`src/msp_defs.svh`:
```
`ifndef MSP_DEFS_SVH
`define MSP_DEFS_SVH

// chip-select idle level after reset: inactive low
`define MSP_CS_IDLE_RST    1'b0
// serial clock idle level after reset
`define MSP_CLK_IDLE_RST   1'b0
// system clock cycles per serial half period
`define MSP_DIV_DEFAULT    4
// bits in one serial word
`define MSP_WORD_DEFAULT   8
// number of channels
`define MSP_NCH_DEFAULT    4
// channel used when the port acts as slave
`define MSP_SLAVE_CH       0
// width of the pin synchroniser, one bit per pin
`define MSP_SYNC_WIDTH     3
// cycles after reset before synchronised pin history is trusted
`define MSP_WARM_LEN       3

`endif

```
`src/msp_pkg.sv`:
```
package msp_pkg;

   // configuration bits steering the port
   typedef struct packed {
      logic master;         // 1: master, 0: slave
      logic cs_idle_high;   // chip-select inactive level is high
      logic clk_idle_high;  // serial clock idle level is high
      logic single;         // single-channel mode
      logic force_cs;       // forced chip-select
   } msp_cfg_type;

   // state reported back to the user
   typedef struct packed {
      logic underflow;      // slave load found no transmit data
      logic busy;           // master transfer running
      logic cs_idle_high;   // polarity now applied on the bus
      logic clk_idle_high;
   } msp_status_type;

endpackage

```
`src/msp_serial_port.sv`:
```
`timescale 1ns/1ns
`include "msp_defs.svh"

////////////////////////////////////////////////////////////////////////////////
// Notes on behaviour
// chip-select resets inactive-low, software may invert
// master applies polarities only on first enable or on leaving forced single mode
// inactive-high then enable gives rising chip-select
// slave loads on chip-select edge, else underflow
// master software: single, configure, force, unsingle
// leaving single mode with force applies polarity
// slave software configures then enables channel zero
// master channel enabled only after slave channel
// only our own slave logic misreads edge
// forced chip-select holds line, no transfer
module msp_serial_port
   import msp_pkg::*;
#(
   parameter int NCH  = `MSP_NCH_DEFAULT,
   parameter int WORD = `MSP_WORD_DEFAULT,
   parameter int DIV  = `MSP_DIV_DEFAULT
)
(
   // clock and reset
   input  wire logic                  sys_clk_i,
   input  wire logic                  reset_i,
   // configuration and channel enables
   input  wire msp_pkg::msp_cfg_type  cfg_i,
   input  wire logic [NCH-1:0]        ch_en_i,
   // transfer data
   input  wire logic                  start_i,
   input  wire logic [WORD-1:0]       tx_data_i,
   input  wire logic                  tx_valid_i,
   output logic                       tx_taken_o,
   output logic [WORD-1:0]            rx_data_o,
   output logic                       done_o,
   output msp_pkg::msp_status_type    status_o,
   // serial clock pin
   input  wire logic                  sclk_i,
   output logic                       sclk_o,
   output logic                       sclk_oe_o,
   // chip-select pin
   input  wire logic                  cs_i,
   output logic                       cs_o,
   output logic                       cs_oe_o,
   // data pins
   input  wire logic                  sdi_i,
   output logic                       sdo_o,
   output logic                       sdo_oe_o
);

   localparam int CW = $clog2(WORD + 1);
   localparam int DW = $clog2(DIV + 1);

   logic [2:0]      pins_s;
   logic            cs_s;
   logic            sclk_s;
   logic            sdi_s;
   logic            cs_prev_reg;
   logic            sclk_prev_reg;
   logic            en_prev_reg;
   logic            single_prev_reg;
   logic            cs_high_reg;
   logic            clk_high_reg;
   logic            busy_reg;
   logic            phase_reg;
   logic [DW-1:0]   div_reg;
   logic [CW-1:0]   cnt_reg;
   logic [WORD-1:0] tx_sh_reg;
   logic [WORD-1:0] rx_sh_reg;
   logic            any_en;
   logic            apply;
   logic            forced;
   logic            tick;
   logic            m_start;
   logic            slave_en;
   logic            cs_act;
   logic            cs_edge;
   logic            sclk_edge;
   logic            lead_evt;
   logic            trail_evt;
   logic            load_evt;
   logic            underflow_reg;
   logic [`MSP_WARM_LEN-1:0] warm_reg;

   ////////////////////////////////////////////////////////////////////////////
   // pin synchronisation
   msp_sync
   #(
      .WIDTH (`MSP_SYNC_WIDTH)
   )
   u_sync
   (
      .sys_clk_i (sys_clk_i),
      .reset_i   (reset_i),
      .async_i   ({cs_i, sclk_i, sdi_i}),
      .sync_o    (pins_s)
   );

   assign cs_s   = pins_s[2];
   assign sclk_s = pins_s[1];
   assign sdi_s  = pins_s[0];

   ////////////////////////////////////////////////////////////////////////////
   // edge history of enables, mode bit and synchronised chip-select and clock pins
   always_ff @(posedge sys_clk_i or posedge reset_i)
   begin
      if (reset_i)
      begin
         en_prev_reg     <= 1'b0;
         single_prev_reg <= 1'b0;
         cs_prev_reg     <= `MSP_CS_IDLE_RST;
         sclk_prev_reg   <= `MSP_CLK_IDLE_RST;
      end
      else
      begin
         en_prev_reg     <= any_en;
         single_prev_reg <= cfg_i.single;
         cs_prev_reg     <= cs_s;
         sclk_prev_reg   <= sclk_s;
      end
   end

   // warm-up: reset values of the pin history are not real line edges
   always_ff @(posedge sys_clk_i or posedge reset_i)
   begin
      if (reset_i)
         warm_reg <= '0;
      else
         warm_reg <= {warm_reg[`MSP_WARM_LEN-2:0], 1'b1};
   end

   // polarity takes effect on first enable or on leaving forced single mode
   assign any_en = |ch_en_i;
   assign apply  = cfg_i.master &&
                   ((any_en && !en_prev_reg) ||
                    (single_prev_reg && !cfg_i.single && cfg_i.force_cs));

   ////////////////////////////////////////////////////////////////////////////
   // applied bus polarity, not the written configuration
   always_ff @(posedge sys_clk_i or posedge reset_i)
   begin
      if (reset_i)
      begin
         cs_high_reg  <= `MSP_CS_IDLE_RST;
         clk_high_reg <= `MSP_CLK_IDLE_RST;
      end
      else if (apply)
      begin
         cs_high_reg  <= cfg_i.cs_idle_high;
         clk_high_reg <= cfg_i.clk_idle_high;
      end
   end

   ////////////////////////////////////////////////////////////////////////////
   // master: forced chip-select blocks transfers, divider paces the clock
   assign forced  = cfg_i.single && cfg_i.force_cs;
   assign m_start = cfg_i.master && start_i && any_en && !forced && !busy_reg;
   assign tick    = busy_reg && (div_reg == DW'(DIV - 1));

   always_ff @(posedge sys_clk_i or posedge reset_i)
   begin
      if (reset_i)
         div_reg <= '0;
      else if (!busy_reg || tick)
         div_reg <= '0;
      else
         div_reg <= div_reg + 1'b1;
   end

   // busy and clock phase of the master
   always_ff @(posedge sys_clk_i or posedge reset_i)
   begin
      if (reset_i)
      begin
         busy_reg  <= 1'b0;
         phase_reg <= 1'b0;
      end
      else if (m_start)
      begin
         busy_reg  <= 1'b1;
         phase_reg <= 1'b0;
      end
      else if (tick)
      begin
         phase_reg <= !phase_reg;
         if (phase_reg && cnt_reg == CW'(WORD - 1))
            busy_reg <= 1'b0;
      end
   end

   ////////////////////////////////////////////////////////////////////////////
   // slave: any chip-select transition is taken as a transfer start
   assign slave_en  = !cfg_i.master && ch_en_i[`MSP_SLAVE_CH];
   assign cs_act    = (cs_s != cfg_i.cs_idle_high);
   assign cs_edge   = slave_en && warm_reg[`MSP_WARM_LEN-1] &&
                      (cs_s != cs_prev_reg);
   assign sclk_edge = slave_en && cs_act && (sclk_s != sclk_prev_reg);

   // shared shift events for both roles
   assign lead_evt  = cfg_i.master ? (tick && !phase_reg)
                                   : (sclk_edge && sclk_s != cfg_i.clk_idle_high);
   assign trail_evt = cfg_i.master ? (tick && phase_reg)
                                   : (sclk_edge && sclk_s == cfg_i.clk_idle_high);
   assign load_evt  = m_start || (cs_edge && tx_valid_i);
   assign tx_taken_o = load_evt;

   // underflow pulse when the slave finds nothing to load
   always_ff @(posedge sys_clk_i or posedge reset_i)
   begin
      if (reset_i)
         underflow_reg <= 1'b0;
      else
         underflow_reg <= cs_edge && !tx_valid_i;
   end

   ////////////////////////////////////////////////////////////////////////////
   // shift registers and bit counter
   always_ff @(posedge sys_clk_i or posedge reset_i)
   begin
      if (reset_i)
      begin
         tx_sh_reg <= '0;
         rx_sh_reg <= '0;
         cnt_reg   <= '0;
      end
      else if (load_evt)
      begin
         tx_sh_reg <= tx_data_i;
         cnt_reg   <= '0;
      end
      else
      begin
         if (lead_evt)
            rx_sh_reg <= {rx_sh_reg[WORD-2:0], sdi_s};
         if (trail_evt)
         begin
            tx_sh_reg <= {tx_sh_reg[WORD-2:0], 1'b0};
            cnt_reg   <= (cnt_reg == CW'(WORD - 1)) ? '0 : cnt_reg + 1'b1;
         end
      end
   end

   // received word and completion pulse
   always_ff @(posedge sys_clk_i or posedge reset_i)
   begin
      if (reset_i)
      begin
         rx_data_o <= '0;
         done_o    <= 1'b0;
      end
      else
      begin
         done_o <= trail_evt && cnt_reg == CW'(WORD - 1);
         if (trail_evt && cnt_reg == CW'(WORD - 1))
            rx_data_o <= rx_sh_reg;
      end
   end

   ////////////////////////////////////////////////////////////////////////////
   // pin drive: master owns clock and select, data follows the role
   always_ff @(posedge sys_clk_i or posedge reset_i)
   begin
      if (reset_i)
      begin
         sclk_o    <= `MSP_CLK_IDLE_RST;
         cs_o      <= `MSP_CS_IDLE_RST;
         sclk_oe_o <= 1'b0;
         cs_oe_o   <= 1'b0;
         sdo_oe_o  <= 1'b0;
      end
      else
      begin
         sclk_o    <= clk_high_reg ^ (busy_reg && phase_reg);
         cs_o      <= (busy_reg || (cfg_i.master && forced)) ? !cs_high_reg
                                                             : cs_high_reg;
         sclk_oe_o <= cfg_i.master;
         cs_oe_o   <= cfg_i.master;
         sdo_oe_o  <= cfg_i.master ? busy_reg : (slave_en && cs_act);
      end
   end

   assign sdo_o = tx_sh_reg[WORD-1];

   // status reflects applied polarity
   assign status_o = {underflow_reg, busy_reg, cs_high_reg, clk_high_reg};

endmodule

```
`src/msp_sync.sv`:
```
`timescale 1ns/1ns
// two-stage synchroniser for pins arriving from outside the clock domain
module msp_sync
#(
   parameter int WIDTH = 1
)
(
   // clock and reset
   input  wire logic             sys_clk_i,
   input  wire logic             reset_i,
   // asynchronous inputs and synchronised copies
   input  wire logic [WIDTH-1:0] async_i,
   output logic      [WIDTH-1:0] sync_o
);

   logic [WIDTH-1:0] meta_reg;

   // first stage feeds only the second stage
   always_ff @(posedge sys_clk_i or posedge reset_i)
   begin
      if (reset_i)
      begin
         meta_reg <= '0;
         sync_o   <= '0;
      end
      else
      begin
         meta_reg <= async_i;
         sync_o   <= meta_reg;
      end
   end

endmodule

```
`config.mk`:
```
export PLATFORM = sky130hd
export DESIGN_NAME = msp_serial_port
export DESIGN_NICKNAME = d
export VERILOG_FILES = /design/src/msp_pkg.sv /design/src/msp_serial_port.sv /design/src/msp_sync.sv
export VERILOG_INCLUDE_DIRS = /design/src /design/src/src
export SDC_FILE = /design/constraint.sdc
export NUM_CORES = 1
export LEC_CHECK = 0
export BUFFER_PORTS_ARGS = -buffer_cell sky130_fd_sc_hd__buf_2
export CAP_MARGIN = 5
export CORE_MARGIN = 2
export CORE_UTILIZATION = 25
export CTS_CLUSTER_SIZE = 20
export DETAILED_ROUTE_END_ITERATION = 6
export HOLD_SLACK_MARGIN = 0.02
export SYNTH_ARGS = -nofsm -noshare
export SYNTH_HDL_FRONTEND = slang
export SYNTH_SLANG_ARGS = --single-unit
```
`constraint.sdc`:
```
create_clock -name sys_clk_i -period 2.3 [get_ports sys_clk_i]
set_clock_uncertainty 0.05 [all_clocks]
set_input_delay 0.46 -clock sys_clk_i [delete_from_list [all_inputs] [get_ports sys_clk_i]]
set_output_delay 0.46 -clock sys_clk_i [all_outputs]
set_load 0.03 [all_outputs]
```
==> impl_results.md <==
- DR DRC count: 0
- Critical path launch point type: primary input
- DRT Wirelength: 4530 um
- Vias in the first global route: 1520
- CTS tree: done
- Die area: 9850 um^2
- Most frequent cells in the layout: 54 x dfrtp_1, 43 x buf_2, 17 x mux2_2
- CTS buffer count: 5
- Synth top area share: 59.6%
- Final setup vio count: 0
- Largest net degree at the start of global routing: 55
- Final Slew Violations: 0
- Gr usage total: 9.58%
- Pwr dens: 917 nW/um^2
- Dominant cells by area after synthesis: dfrtp_1 60%, mux2_2 8.4%, nand3_1 2.9%, o21ai_0 2.9%, a31oi_1 2.2%
- Worst R2R Start: div_reg[0]
- Slew margin rel.: 54.4%
- Ratio of final minimum period to clock period: 94.6%
- Die Span Y: 99.3 um
- I/O pin cnt: 44
- Post-DRT Antenna Nets: 0
- First-pass GRT wire length: 7620 um
- Avg Cell Area, Syn: 12.4 um^2
- Clock buffer depth: 2
- Std cell rows: 34
- Outcome: finished clean
- Cell area after synthesis: 2270 um^2
- # diodes: 0
- Post-synth EDFFs: 0
- Predominant post-synthesis flop cell: dfrtp_1
- Synthesized Nets: 210
- Gpl congestion: 0.741
- Share of cells above drive strength 1: 35.5%
- Router iterations before antenna repair: 4
- Fin nets: 256
- Worst Path Required: 1.79 ns
- IO Port Bufs: 43
- Max Clk Rate: 460 MHz
- Setup TNS: 0 ns
- Root Buffer: clkbuf_8
- Worst skew pair latency: 0.30 ns
- Worst-path clk slew: 0.08 ns
- Synth warn: 0
- Fillers: 894
- H-tree Lvls: 2
- Layout area overhead: 19.1%
- WS Path Type: primary input to output pin
- Initial antenna violation count: 0
- Netlist cell types: 34
- Seq/Total Area, Yosys: 59.6%
- Leakage power: 1.27 nW
- CP endpoint kind: output pin
- Critical-path maximum fanout: 8
- HP Start: cs_i
- Drt via density: 4.51
- Async SR Flop Fraction: 100%
- Syn Inst Count: 183
- 1st-iter DRT viols: 32
- Drt wl/cell: 13.5 um
- RSZ-0062 raised after global routing: no
- Critical Path AT: 1.67 ns
- Die width: 99.3 um
- Clock sinks: 54
- Tmin final: 2.18 ns
- Peak VDD IR: 0.313 mV
- Worst reg2reg setup slack: 0.39 ns
- Total grt overflow: 0
- Critical path launch point: cfg_i[4]
- Commonest non-fill, non-tap cell in the layout: dfrtp_1
- Dpl hpwl: 3180 um
- Placeable Area: 8760 um^2
- Via count: 1514
- Initial Utilization: 25.9%
- Max Cap Violations: 0
- Cells after DPL: 329
- Final Hold Viols: 0
- Yosys reg bits: 54
- Class of the worst hold path: primary input to flop
- Non-filler instance count after layout: 336
- Actual transition at the worst max-transition pin: 0.684 ns
- Top cell type by total area after synthesis: dfrtp_1
-- cells in the mapped netlist (2+ instances only) --
library cell / n
nand3_1: 13
nand4_1: 4
clkbuf_1: 5
nand3b_1: 2
inv_1: 5
a31oi_1: 8
buf_2: 2
ha_1: 3
mux2i_1: 3
xor2_1: 4
buf_4: 5
o21ai_0: 13
nor2b_1: 2
a21oi_1: 9
nor2_1: 6
xnor2_1: 3
mux2_2: 17
nand2_1: 10
dfrtp_1: 54
-- logic make-up after synthesis --
kind of cell / Yosys count / share of synthesized area, %
XOR/XNOR: 7 / 2.70
buffers and inverters: 17 / 3.75
flip-flops: 54 / 59.6
multiplexers: 21 / 10.3
adder cells (fa/ha/maj): 3 / 1.65
AND/OR/NAND/NOR: 44 / 10.9
AO/OA/AOI/OAI: 36 / 11.0
other: 1 / 0.165
-- through the flow --
step	util (%)	hold WS (ns)	cell area (um^2)	worst slack [ns]	total power [mW]
4_1_cts	30.7	0.205	2690	0.0552	2.51
3_3_place_gp	29.7	0.281	2610	0.196	1.96
3_5_place_dp	29.7	0.287	2610	0.136	1.99
6_report	30.8	0.213	2700	0.124	2.48
2_1_floorplan	-	0.281	2270	0.304	1.81
5_1_grt	30.8	0.193	2700	0.00204	2.65
-- power breakdown --
part	switching [mW]	total (mW)	internal [mW]
registers	0.135	1.31	1.18
logic	0.356	0.644	0.288
clock network	0.288	0.521	0.233
-- worst max-delay path: stages --
cell	delay (ns)
buf_2	0.17
nand2_1	0.13
a2111oi_4	0.44
nor2_1	0.12
inv_1	0.13
buf_2	0.22
-- layout make-up --
cell class | instances | area (um^2) | area share, %
repair buffers | 51 | 275 | 10.2
inverters | 5 | 18.8 | 0.694
flip-flops and latches | 54 | 1350 | 50.0
multi-input cells | 112 | 840 | 31.1
well taps | 108 | 135 | 5.00
clock buffers | 6 | 82.6 | 3.06
-- repair_timing --
item	CTS	global route
endpoints found under the hold margin	0	0
gates resized for setup	0	1
setup buffers	0	1
endpoints found under the setup margin	0	1
hold buffers	0	0
-- worst paths after layout --
kind	to	cells after the start
max in group asynchronous	single_prev_reg	3
min in group asynchronous	u_sync.meta_reg[2]	3
hold / removal	u_sync.meta_reg[2]	1
setup / recovery	tx_taken_o	6
hold reg to reg	u_sync.sync_o[0]	0
setup reg to reg	rx_sh_reg[1]	6
-- layer usage --
metal	routed length, um	vias up	GRT usage (%)
met4	34	0	2.85
met5	0	-	0
met2	2030	42	14.4
li1	-	732	-
met3	248	4	2.53
met1	2210	736	13.6
Note: power is estimated with default switching activity, not from simulation.
